==> config.mk <==
export PLATFORM = sky130hd
export DESIGN_NAME = sop_port
export DESIGN_NICKNAME = d
export VERILOG_FILES = /design/src/rtl/sop_pkg.sv /design/src/rtl/sop_sync3.sv /design/src/rtl/sop_div.sv /design/src/rtl/sop_port.sv
export SDC_FILE = /design/constraint.sdc
export NUM_CORES = 1
export LEC_CHECK = 0
export ABC_AREA = 1
export BUFFER_PORTS_ARGS = -buffer_cell sky130_fd_sc_hd__buf_2
export CAP_MARGIN = 20
export CELL_PAD_IN_SITES_DETAIL_PLACEMENT = 0
export CELL_PAD_IN_SITES_GLOBAL_PLACEMENT = 1
export CORE_MARGIN = 3
export CORE_UTILIZATION = 42
export DETAILED_ROUTE_END_ITERATION = 10
export GPL_ROUTABILITY_DRIVEN = 0
export HOLD_SLACK_MARGIN = 0.03
export PLACE_DENSITY_LB_ADDON = 0.25
export SYNTH_ARGS = -nofsm -noshare
export SYNTH_HDL_FRONTEND = slang
export SYNTH_SLANG_ARGS = --single-unit
==> constraint.sdc <==
create_clock -name clk_sys_in -period 2.8 [get_ports clk_sys_in]
set_input_delay 0.56 -clock clk_sys_in [delete_from_list [all_inputs] [get_ports clk_sys_in]]
set_output_delay 0.56 -clock clk_sys_in [all_outputs]
set_load 0.05 [all_outputs]
==> src/rtl/sop_pkg.sv <==
package sop_pkg;
    // ------------------------------------------------------------
    // Register map
    // ------------------------------------------------------------
    localparam logic [7:0] SOP_OFF_CTRL = 8'h00;
    localparam logic [7:0] SOP_OFF_LEFT = 8'h04;
    localparam logic [7:0] SOP_OFF_RIGHT = 8'h08;
    localparam logic [7:0] SOP_OFF_STATUS = 8'h0C;
    localparam int SOP_CTRL_EN_BIT = 0;
    localparam int SOP_CTRL_W18_BIT = 1;
    localparam logic [1:0] SOP_CTRL_RST = 2'h3;
    localparam logic [17:0] SOP_SAMPLE_RST = 18'h0_0000;
    localparam logic [1:0] SOP_RESP_OKAY = 2'h0;
    localparam logic [1:0] SOP_RESP_DECERR = 2'h3;

    // ------------------------------------------------------------
    // Frame geometry and timing
    // ------------------------------------------------------------
    localparam int SOP_SAMPLE_W = 18;
    localparam logic [4:0] SOP_LIMIT_18 = 5'h0E;
    localparam logic [4:0] SOP_LIMIT_16 = 5'h10;
    localparam logic [4:0] SOP_LAST_WIDE = 5'h1F;
    localparam logic [4:0] SOP_LAST_NARROW = 5'h0F;
    localparam logic [2:0] SOP_HALF_WIDE = 3'h2;
    localparam logic [2:0] SOP_HALF_NARROW = 3'h4;
endpackage : sop_pkg

==> src/rtl/sop_sync3.sv <==
`timescale 1ns/1ps
module sop_sync3 #(
    parameter int WIDTH = 1
) (
    input wire logic clk_sys_in,
    input wire logic rst_n_in,
    input wire logic [WIDTH-1:0] async_in,
    output logic [WIDTH-1:0] level_out
);
    typedef struct packed {
        logic [WIDTH-1:0] s1;
        logic [WIDTH-1:0] s2;
        logic [WIDTH-1:0] s3;
        logic [WIDTH-1:0] q;
    } sop_sync_t;

    sop_sync_t st_reg;
    sop_sync_t st_next;

    // A level counts only once stages two and three agree
    always_comb begin
        st_next = st_reg;
        st_next.s1 = async_in;
        st_next.s2 = st_reg.s1;
        st_next.s3 = st_reg.s2;
        for (int i = 0; i < WIDTH; i++) begin
            if (st_reg.s2[i] == st_reg.s3[i]) begin
                st_next.q[i] = st_reg.s3[i];
            end
        end
    end

    always_ff @(posedge clk_sys_in) begin
        if (!rst_n_in) begin
            st_reg <= '0;
        end else begin
            st_reg <= st_next;
        end
    end

    assign level_out = st_reg.q;
endmodule : sop_sync3

==> src/rtl/sop_div.sv <==
`timescale 1ns/1ps
module sop_div (
    input wire logic clk_sys_in,
    input wire logic rst_n_in,
    input wire logic clr_in,
    input wire logic [2:0] half_in,
    output logic tick_out
);
    typedef struct packed {
        logic [2:0] cnt;
        logic tick;
    } sop_div_t;

    sop_div_t st_reg;
    sop_div_t st_next;

    always_comb begin
        st_next = st_reg;
        st_next.tick = 1'b0;
        if (clr_in) begin
            st_next.cnt = 3'h0;
        end else if (st_reg.cnt == half_in - 3'h1) begin
            st_next.cnt = 3'h0;
            st_next.tick = 1'b1;
        end else begin
            st_next.cnt = st_reg.cnt + 3'h1;
        end
    end

    always_ff @(posedge clk_sys_in) begin
        if (!rst_n_in) begin
            st_reg <= '0;
        end else begin
            st_reg <= st_next;
        end
    end

    assign tick_out = st_reg.tick;
endmodule : sop_div

==> src/rtl/sop_port.sv <==
// Design decisions made here: the register addresses and the AXI4-Lite slave port.
`timescale 1ns/1ps
module sop_port
    import sop_pkg::*;
(
    input wire logic clk_sys_in,
    input wire logic rst_n_in,
    input wire logic [7:0] s_axi_awaddr_in,
    input wire logic s_axi_awvalid_in,
    output logic s_axi_awready_out,
    input wire logic [31:0] s_axi_wdata_in,
    input wire logic [3:0] s_axi_wstrb_in,
    input wire logic s_axi_wvalid_in,
    output logic s_axi_wready_out,
    output logic [1:0] s_axi_bresp_out,
    output logic s_axi_bvalid_out,
    input wire logic s_axi_bready_in,
    input wire logic [7:0] s_axi_araddr_in,
    input wire logic s_axi_arvalid_in,
    output logic s_axi_arready_out,
    output logic [31:0] s_axi_rdata_out,
    output logic [1:0] s_axi_rresp_out,
    output logic s_axi_rvalid_out,
    input wire logic s_axi_rready_in,
    input wire logic frame_select_in,
    input wire logic mode_select_low_in,
    input wire logic mode_select_high_in,
    input wire logic serial_bit_clock_in,
    output logic serial_bit_clock_out,
    output logic serial_bit_clock_oe_out,
    input wire logic word_strobe_in,
    output logic word_strobe_out,
    output logic word_strobe_oe_out,
    input wire logic channel_select_clock_in,
    output logic channel_select_clock_out,
    output logic channel_select_clock_oe_out,
    output logic serial_data_out
);
    // ------------------------------------------------------------
    // State
    // ------------------------------------------------------------
    typedef struct packed {
        logic wide;
        logic master;
        logic drv;
        logic slave;
        logic rsvd;
        logic serial_bit_clock;
        logic channel_select_clock;
        logic word_strobe;
        logic dat;
        logic bck_oe;
        logic channel_select_clock_oe;
        logic wck_oe;
        logic bck_seen;
        logic channel_select_clock_seen;
        logic [4:0] cnt;
        logic started;
        logic ok;
        logic first_done;
        logic chan_left;
        logic shift_pend;
        logic [17:0] shreg;
        logic [15:0] words;
        logic [1:0] ctrl;
        logic [17:0] left;
        logic [17:0] right;
        logic aw_rdy;
        logic aw_got;
        logic [7:0] aw_addr;
        logic w_rdy;
        logic w_got;
        logic [31:0] w_data;
        logic [3:0] w_strb;
        logic bvalid;
        logic [1:0] bresp;
        logic ar_rdy;
        logic rvalid;
        logic [31:0] rdata;
        logic [1:0] rresp;
    } sop_state_t;

    sop_state_t st_reg;
    sop_state_t st_next;

    logic [5:0] pins_f;
    logic fs_f, sl_f, sh_f, bck_f, wck_f, channel_select_clock_f;
    logic tick, run, fall, field_start, start, chan_new;
    logic [4:0] cnt_new;
    logic [4:0] limit;
    logic [17:0] word;

    // ------------------------------------------------------------
    // Pin retiming and bit clock divider
    // ------------------------------------------------------------
    // Every pin input is retimed, so slave clocks must be slow enough
    sop_sync3 #(.WIDTH(6)) u_sync (
        .clk_sys_in(clk_sys_in),
        .rst_n_in(rst_n_in),
        .async_in({frame_select_in, mode_select_low_in, mode_select_high_in,
                   serial_bit_clock_in, word_strobe_in, channel_select_clock_in}),
        .level_out(pins_f)
    );
    assign {fs_f, sl_f, sh_f, bck_f, wck_f, channel_select_clock_f} = pins_f;

    sop_div u_div (
        .clk_sys_in(clk_sys_in),
        .rst_n_in(rst_n_in),
        .clr_in(!run || !st_reg.master),
        .half_in(st_reg.wide ? SOP_HALF_WIDE : SOP_HALF_NARROW),
        .tick_out(tick)
    );

    function automatic logic [31:0] merge(input logic [31:0] old, input logic [31:0] nw,
                                          input logic [3:0] strb);
        logic [31:0] r;
        r = old;
        for (int b = 0; b < 4; b++) begin
            if (strb[b]) begin
                r[8*b +: 8] = nw[8*b +: 8];
            end
        end
        return r;
    endfunction : merge

    function automatic logic [31:0] rd_mux(input sop_state_t s, input logic [7:0] a);
        logic [31:0] r;
        r = 32'h0000_0000;
        case (a)
            SOP_OFF_CTRL: r = {30'h0000_0000, s.ctrl};
            SOP_OFF_LEFT: r = {14'h0000, s.left};
            SOP_OFF_RIGHT: r = {14'h0000, s.right};
            SOP_OFF_STATUS: r = {s.words, 11'h000, s.chan_left, s.rsvd, s.slave,
                                 s.master, s.wide};
            default: r = 32'h0000_0000;
        endcase
        return r;
    endfunction : rd_mux

    // ------------------------------------------------------------
    // Next state
    // ------------------------------------------------------------
    always_comb begin
        logic [31:0] m;
        m = 32'h0000_0000;
        st_next = st_reg;
        fall = 1'b0;
        field_start = 1'b0;
        start = 1'b0;
        cnt_new = st_reg.cnt;
        chan_new = st_reg.chan_left;
        word = 18'h0_0000;

        // Static mode pins decoded every cycle
        st_next.wide = fs_f;
        st_next.master = !sh_f;
        st_next.drv = !sl_f && !sh_f;
        st_next.slave = sl_f && sh_f;
        st_next.rsvd = !sl_f && sh_f;
        run = st_reg.ctrl[SOP_CTRL_EN_BIT] && !st_reg.rsvd;
        limit = st_reg.ctrl[SOP_CTRL_W18_BIT] ? SOP_LIMIT_18 : SOP_LIMIT_16;

        st_next.bck_oe = st_reg.master && !st_reg.rsvd;
        st_next.channel_select_clock_oe = st_reg.master && !st_reg.rsvd;
        st_next.wck_oe = st_reg.drv;
        st_next.bck_seen = bck_f;
        st_next.shift_pend = 1'b0;

        if (st_reg.shift_pend) begin
            st_next.dat = st_reg.shreg[17];
            st_next.shreg = {st_reg.shreg[16:0], 1'b0};
        end

        if (!run) begin
            // Idle restarts on a left field once enabled
            st_next.serial_bit_clock = 1'b0;
            st_next.channel_select_clock = 1'b0;
            st_next.word_strobe = st_reg.drv && !st_reg.wide;
            st_next.dat = 1'b0;
            st_next.shreg = 18'h0_0000;
            st_next.cnt = st_reg.wide ? SOP_LAST_WIDE : SOP_LAST_NARROW;
            st_next.started = 1'b0;
            st_next.ok = 1'b0;
            st_next.first_done = 1'b0;
            st_next.channel_select_clock_seen = channel_select_clock_f;
        end else begin
            if (st_reg.master) begin
                if (tick) begin
                    st_next.serial_bit_clock = !st_reg.serial_bit_clock;
                    fall = st_reg.serial_bit_clock;
                end
                field_start = fall &&
                    (st_reg.cnt == (st_reg.wide ? SOP_LAST_WIDE : SOP_LAST_NARROW));
            end else begin
                // Slave follows the same sequence as strobe-input master
                fall = st_reg.bck_seen && !bck_f;
                field_start = fall && (channel_select_clock_f != st_reg.channel_select_clock_seen);
            end
            if (st_reg.drv && !st_reg.wide) begin
                st_next.word_strobe = 1'b1;
            end
            if (fall) begin
                cnt_new = field_start ? 5'h00 : st_reg.cnt + 5'h01;
                st_next.cnt = cnt_new;
                if (field_start) begin
                    chan_new = st_reg.master ? !st_reg.channel_select_clock : channel_select_clock_f;
                    st_next.chan_left = chan_new;
                    st_next.channel_select_clock = st_reg.master ? !st_reg.channel_select_clock : st_reg.channel_select_clock;
                    st_next.channel_select_clock_seen = channel_select_clock_f;
                    st_next.started = 1'b0;
                    st_next.ok = chan_new || st_reg.first_done;
                    st_next.first_done = st_reg.first_done || chan_new;
                    start = (chan_new || st_reg.first_done) && !st_reg.wide;
                end else if (st_reg.wide && st_reg.ok && !st_reg.started) begin
                    // Each field searches for its own strobe
                    if (st_reg.drv) begin
                        start = (cnt_new == limit);
                    end else begin
                        start = wck_f || (cnt_new == limit);
                    end
                end
                word = chan_new ? st_reg.left : st_reg.right;
                if (!st_reg.ctrl[SOP_CTRL_W18_BIT]) begin
                    word = {word[15:0], 2'b00};
                end else if (!st_reg.wide) begin
                    word = {word[17:2], 2'b00};
                end
                if (start) begin
                    // MSB leaves with the edge, later bits one cycle after
                    st_next.dat = word[17];
                    st_next.shreg = {word[16:0], 1'b0};
                    st_next.started = 1'b1;
                    st_next.words = st_reg.words + 16'h0001;
                    if (st_reg.drv && st_reg.wide) begin
                        st_next.word_strobe = 1'b1;
                    end
                end else begin
                    st_next.shift_pend = 1'b1;
                    if (st_reg.drv && st_reg.wide) begin
                        st_next.word_strobe = 1'b0;
                    end
                end
            end
        end

        // AXI4-Lite write: address and data in either order
        if (s_axi_awvalid_in && st_reg.aw_rdy) begin
            st_next.aw_got = 1'b1;
            st_next.aw_addr = s_axi_awaddr_in;
        end
        if (s_axi_wvalid_in && st_reg.w_rdy) begin
            st_next.w_got = 1'b1;
            st_next.w_data = s_axi_wdata_in;
            st_next.w_strb = s_axi_wstrb_in;
        end
        if (s_axi_bready_in && st_reg.bvalid) begin
            st_next.bvalid = 1'b0;
        end
        if (st_reg.aw_got && st_reg.w_got && !st_reg.bvalid) begin
            st_next.aw_got = 1'b0;
            st_next.w_got = 1'b0;
            st_next.bvalid = 1'b1;
            st_next.bresp = SOP_RESP_OKAY;
            m = merge(rd_mux(st_reg, st_reg.aw_addr), st_reg.w_data, st_reg.w_strb);
            case (st_reg.aw_addr)
                SOP_OFF_CTRL: st_next.ctrl = m[1:0];
                SOP_OFF_LEFT: st_next.left = m[17:0];
                SOP_OFF_RIGHT: st_next.right = m[17:0];
                SOP_OFF_STATUS: st_next.bresp = SOP_RESP_OKAY;
                default: st_next.bresp = SOP_RESP_DECERR;
            endcase
        end
        st_next.aw_rdy = !st_next.aw_got && !st_next.bvalid;
        st_next.w_rdy = !st_next.w_got && !st_next.bvalid;

        // AXI4-Lite read
        if (s_axi_rready_in && st_reg.rvalid) begin
            st_next.rvalid = 1'b0;
        end
        if (s_axi_arvalid_in && st_reg.ar_rdy) begin
            st_next.rvalid = 1'b1;
            st_next.rdata = rd_mux(st_reg, s_axi_araddr_in);
            case (s_axi_araddr_in)
                SOP_OFF_CTRL, SOP_OFF_LEFT, SOP_OFF_RIGHT, SOP_OFF_STATUS:
                    st_next.rresp = SOP_RESP_OKAY;
                default: st_next.rresp = SOP_RESP_DECERR;
            endcase
        end
        st_next.ar_rdy = !st_next.rvalid;
    end

    always_ff @(posedge clk_sys_in) begin
        if (!rst_n_in) begin
            st_reg <= '0;
            st_reg.ctrl <= SOP_CTRL_RST;
            st_reg.left <= SOP_SAMPLE_RST;
            st_reg.right <= SOP_SAMPLE_RST;
        end else begin
            st_reg <= st_next;
        end
    end

    // ------------------------------------------------------------
    // Outputs
    // ------------------------------------------------------------
    assign s_axi_awready_out = st_reg.aw_rdy;
    assign s_axi_wready_out = st_reg.w_rdy;
    assign s_axi_bresp_out = st_reg.bresp;
    assign s_axi_bvalid_out = st_reg.bvalid;
    assign s_axi_arready_out = st_reg.ar_rdy;
    assign s_axi_rdata_out = st_reg.rdata;
    assign s_axi_rresp_out = st_reg.rresp;
    assign s_axi_rvalid_out = st_reg.rvalid;
    assign serial_bit_clock_out = st_reg.serial_bit_clock;
    assign serial_bit_clock_oe_out = st_reg.bck_oe;
    assign word_strobe_out = st_reg.word_strobe;
    assign word_strobe_oe_out = st_reg.wck_oe;
    assign channel_select_clock_out = st_reg.channel_select_clock;
    assign channel_select_clock_oe_out = st_reg.channel_select_clock_oe;
    assign serial_data_out = st_reg.dat;
endmodule : sop_port

Word-level counts from Yosys, hierarchy flattened. Index checks and enable logic that the tools add are counted. Widths: inputs -> output; s select.

Output and inout port bits: 48. Word-level logic and storage cells: 184. Flip-flop bits (word level): 209. Bits of input ports: 65.

Bitwise gates (word level): 1. Equal/unequal tests: 18. Muxes and demuxes: 55. $add $sub $neg: 4. Reduce and logical (&&, ||, !) cells: 59.

Operator list (count): $pmux 32 s4 (1); $mux 18 (3); $mux 45 (1); $mux 37 (1); $pmux 18 s2 (1); $mux 35 (1); $mux 34 (1); $eq 8x4->1 const B (4); $mux 1 (30); $logic_and 1x1->1 (22); $mux 9 (2); $add 16x1->16 const B (1); $eq 8x3->1 const B (2); $logic_not 8->1 (2); $mux 8 (2); $reduce_and 2->1 (8); $logic_not 1->1 (15); $mux 5 (3); $mux 2 (6); $reduce_and 3->1 (4); $eq 5x5->1 (2); $reduce_or 4->1 (2); $eq 1x1->1 (6); $mux 3 (2); other kinds (12) (15).

Depth between registers and ports, before layout.
Depth in word-level cells: 17. Gate-level depth with buffers: 17.

Modules after synthesis. Synthesis repeated with hierarchy kept, for this count alone.

Cell total of the unflattened synthesis: 1280. Area total of the unflattened synthesis: 9048.7 um2.

By module, submodules not included: sop_port (area each 8047.7 um2, times used 1, cells each 1160); sop_sync3 (area each 774.5 um2, times used 1, cells each 86); sop_div (area each 226.5 um2, times used 1, cells each 34).

Worst setup path after synthesis. Ideal clock, no wire load.

Path kind: reg-to-reg. Start point: register st_reg, in the netlist serial_bit_clock_out. End point: register st_reg[135] in the netlist's numbering. Cell stages (with the launch flop): 15. Path buffers: 1. Arrival time: 2.019 ns. Library setup time: 0.135 ns. Setup slack: 0.646 ns. Cell sequence: dfxtp_1 -> nand2_1 -> nor2_4 -> nand3_4 -> nand2_2 -> nor2_2 -> nor2_1 -> nand2_1 -> nand2_2 -> nand3_1 -> nand2_4 -> nand2_4 -> buf_6 -> nand2_1 -> a21oi_1.

Cells in the longest elaborated chain, start to end: 15.

RTL lines: start: declaration (line sop_port.sv:83) `sop_state_t st_reg;`; start signal: assignment (line sop_port.sv:299) `st_reg <= st_next;`; $mux 1 * (line sop_port.sv:188) `if (tick) begin`; $mux 1 * (line sop_port.sv:187) `if (st_reg.master) begin`; $mux 1 * (line sop_port.sv:174) `if (!run) begin`; $logic_and 1x1->1 (line sop_port.sv:192) `field_start = fall &&`; $mux 1 (line sop_port.sv:187); $mux 1 (line sop_port.sv:174); $mux 5 (line sop_port.sv:203) `cnt_new = field_start ? 5'h00 : st_reg.cnt + 5'h01;`; $eq 5x5->1 (line sop_port.sv:217, sop_port.sv:219); $logic_or 1x1->1 (line sop_port.sv:219) `start = wck_f || (cnt_new == limit);`; $mux 1 (line sop_port.sv:216) `if (st_reg.drv) begin`; $mux 1 (line sop_port.sv:214) `end else if (st_reg.wide && st_reg.ok && !st_reg.started) begin`; $mux 1 (line sop_port.sv:205) `if (field_start) begin`; $mux 1 (line sop_port.sv:202) `if (fall) begin`; $mux 1 (line sop_port.sv:174); $reduce_and 3->1 (no source line) *.

Mark *: on every way between the ends. The rest lies on a longest branch, timed or not. The select of a mux whose other input is x is not followed. A chain may end at the register's enable or synchronous reset.

Worst setup path in the final report.
Start point: register st_reg[164] in the netlist's numbering. End point: register st_reg[126] in the netlist's numbering.

Cells in the longest elaborated chain, start to end: 13.

RTL lines: $eq 5x5->1 (line sop_port.sv:193) `(st_reg.cnt == (st_reg.wide ? SOP_LAST_WIDE : SOP_LAST_NARROW));`; $logic_and 1x1->1 (line sop_port.sv:192); $mux 1 (line sop_port.sv:187); $mux 1 (line sop_port.sv:174); $mux 5 (line sop_port.sv:203); $eq 5x5->1 (line sop_port.sv:217, sop_port.sv:219); $logic_or 1x1->1 (line sop_port.sv:219); $mux 1 (line sop_port.sv:216); $mux 1 (line sop_port.sv:214); $mux 1 * (line sop_port.sv:205); $mux 1 * (line sop_port.sv:202); $mux 1 * (line sop_port.sv:174); $reduce_and 3->1 (no source line) *.

Marks and branches as above.

==> qor.txt <==
Share of the synthesized area in the top cell type: 43.5%
Area grow syn2layout: 12.4%
Count of pins over their slew limit: 0
Core ar.: 0.0204 mm^2
Power, Total: 5.83 mW
Setup Skew: 12.2 ps
H-tree depth: 4
RSZ-0062 raised after global routing: no
Yosys warning count: 0
DRC Markers: 0
Hold Vio Cnt, Final: 0
Total global routing track utilization: 19.4%
PnR worst setup slack: 369 ps
DIE AREA: 0.0228 mm^2
Post-DRT Antenna Nets: 0
First-pass DRT Iterations: 5
Max stage delay cell, worst path: dfxtp_1
Post-Syn Area: 0.00884 mm^2
Async S/R FF share, synth: 0%
Critical path peak fanout: 18
CTS tree: done
Final setup violation count: 0
Avg WL per Cell: 14.7 um
Hpwl dp: 15,100 um
Initial antenna violation count: 0
Vias in the first global route: 6,796
CP startpoint kind: register
Routed vias/inst: 5.05
Min-Delay Path Class: primary input to register
Grt ovf: 0
Final core occ: 48.6%
CTS Buf Count: 17
Initial Util: 43.3%
Maximum vdd drop: 0.417 mV
CTS root buffer: clkbuf_16
Largest net degree at the start of global routing: 112
Max FFs per register: 118
Post-CTS Hold Buffers: 0
Fmax: 0.411 GHz
Worst-Skew Late Latency: 440 ps
Top FF cell, synth: dfxtp_1
Worst slew margin: 52.1%
Post-synthesis cell count: 1,171
Die width: 151 um
Cell Chain, Critical Path: ha_1 > nand3_1 > inv_2 > nand3_4 > nand2_2 > nor2_2 > nor2_1 > nand2_1 > nand2_2 > nand3_1 > nand2_4 > nand2_4 > inv_1 > nor2_1 > nor2_1
Num ports: 113
Post-synth top area cell: dfxtp_1
Final wirelength: 21,900 um
CTS resizes: 0
CTS Buffer Depth: 2
Syn nets: 1,239
# Post-CTS Setup Buffers: 0
Max_cap viols: 0
Initial DRC count: 374
Die Y: 151 um
Min Clock Period, post-route: 2430 ps
Crit path required time: 3170 ps
Total vias in the final route: 7,544
Crit path arrival time: 2800 ps
Synth Register Bits: 192
Setup TNS: 0 ps
EDFF count, synth: 0
WS Path Type: register to register
Crit-path max cell delay: 430 ps
Most frequent CP cell: nor2_1
Status: completed
Period utilisation layout: 86.8%
Total power density per cell area: 587 mW/mm^2
Leak Pwr: 4.06 nW
# port buffers: 97
Pre-CTS setup slack: 388 ps
Mean Syn Cell Area: 7.55 um^2
Count leader, synth: nand2_1
First-pass GRT wire length: 35,300 um
Share of cells above drive strength 1: 15.2%
CTS Sinks: 192
Nets: 1,278
CP endpoint kind: register
Library cells used by synthesis: 46
Pin slew with the least headroom to its limit: 717 ps
Worst-path clk slew: 90 ps
Commonest cells post-synth: nand2_1 (195), dfxtp_1 (192), nor2_1 (128)
# rows: 52
Register area share after synthesis: 43.5%
Top post-synthesis cells by area: dfxtp_1 (43%), nand2_1 (8.3%), o21ai_0 (6.4%), a21oi_1 (5.6%), nor2_1 (5.4%)
==> critical path: cells and delay by family, from the launching register on <==
kind	cells	cell delay, ps
fa+ha+maj	1	260
buf+inv	2	210
flops	1	430
simple gates	12	1450
==> layout make-up <==
| class | count | area [um^2] |
|---|---|---|
| flip-flops and latches | 192 | 3840 |
| clock inverters | 15 | 214 |
| well taps | 270 | 338 |
| inverters | 117 | 439 |
| repair buffers | 120 | 696 |
| diodes | 1 | 2.50 |
| multi-input cells | 762 | 3980 |
| clock buffers | 17 | 425 |
| fillers | 2126 | 10500 |
==> stage by stage <==
step | instances | hold slack (ps) | area [um^2]
after global placement | 1461 | 393 | 9300
after CTS | 1493 | 275 | 9930
after global routing | 1493 | 284 | 9930
after detailed placement | 1461 | 398 | 9300
after floorplan | 1171 | 390 | 8840
final | 1494 | 292 | 9940
==> cell families (layout without fill, tap and decap cells) <==
group                      count (synthesis)  count (layout)  share of synthesized area [%]
xor gates and xnor gates                  17              17                           1.68
adders and majority gates                  4               4                          0.538
other                                      0               1                              0
buffers and inverters                    217             269                           11.5
AOI/OAI and AO/OA                        275             275                           17.0
and+or+nand+nor                          426             426                           21.2
DFF                                      192             192                           43.5
muxes                                     40              40                           4.53
==> metal layers <==
layer,GRT usage [%],part of all wire [%]
met5,0,0
met4,4.94,1.2
met3,3.53,3.5
met2,32.1,48
met1,26.3,47
==> cells in the final DEF (no fill, tap or decap), drive strengths merged <==
| master | synthesis | final |
|---|---|---|
| o21bai | 2 | 2 |
| xnor2 | 6 | 6 |
| nand2 | 206 | 206 |
| o22ai | 26 | 26 |
| ha | 3 | 3 |
| mux2i | 40 | 40 |
| clkbuf | 44 | 17 |
| clkinv | 2 | 8 |
| a221oi | 1 | 1 |
| o2111ai | 2 | 2 |
| o211ai | 16 | 16 |
| o221ai | 2 | 2 |
| a211oi | 5 | 5 |
| a31oi | 1 | 1 |
| a21o | 1 | 1 |
| xor2 | 11 | 11 |
| buf | 56 | 120 |
| diode | 0 | 1 |
| nor2 | 131 | 131 |
| inv | 115 | 124 |
| maj3 | 1 | 1 |
| nand3 | 44 | 44 |
| a21oi | 102 | 102 |
| nand3b | 2 | 2 |
| nor4 | 6 | 6 |
| dfxtp | 192 | 192 |
| o21ai | 117 | 117 |
| or2 | 2 | 2 |
| nor3 | 24 | 24 |
| nand4 | 11 | 11 |
==> worst paths after layout <==
path         cells past startpoint                          start  slack (ps)                            end
max                             15       st_reg[164]$_SDFFE_PN0P_         370       st_reg[126]$_SDFFE_PN0P_
min                              3        channel_select_clock_in         290  u_sync.st_next[12]$_SDFF_PN0_
max reg2reg                     15       st_reg[164]$_SDFFE_PN0P_         370       st_reg[126]$_SDFFE_PN0P_
min reg2reg                      2  u_sync.st_next[15]$_SDFF_PN0_         400   u_sync.st_next[9]$_SDFF_PN0_
==> power breakdown <==
group,internal [mW],total (mW),switching [mW]
sequential,2.80,2.86,0.0581
clock,1.25,2.56,1.31
combinational,0.126,0.409,0.282
total,4.18,5.83,1.65
Note: power is estimated with default switching activity, not from simulation.
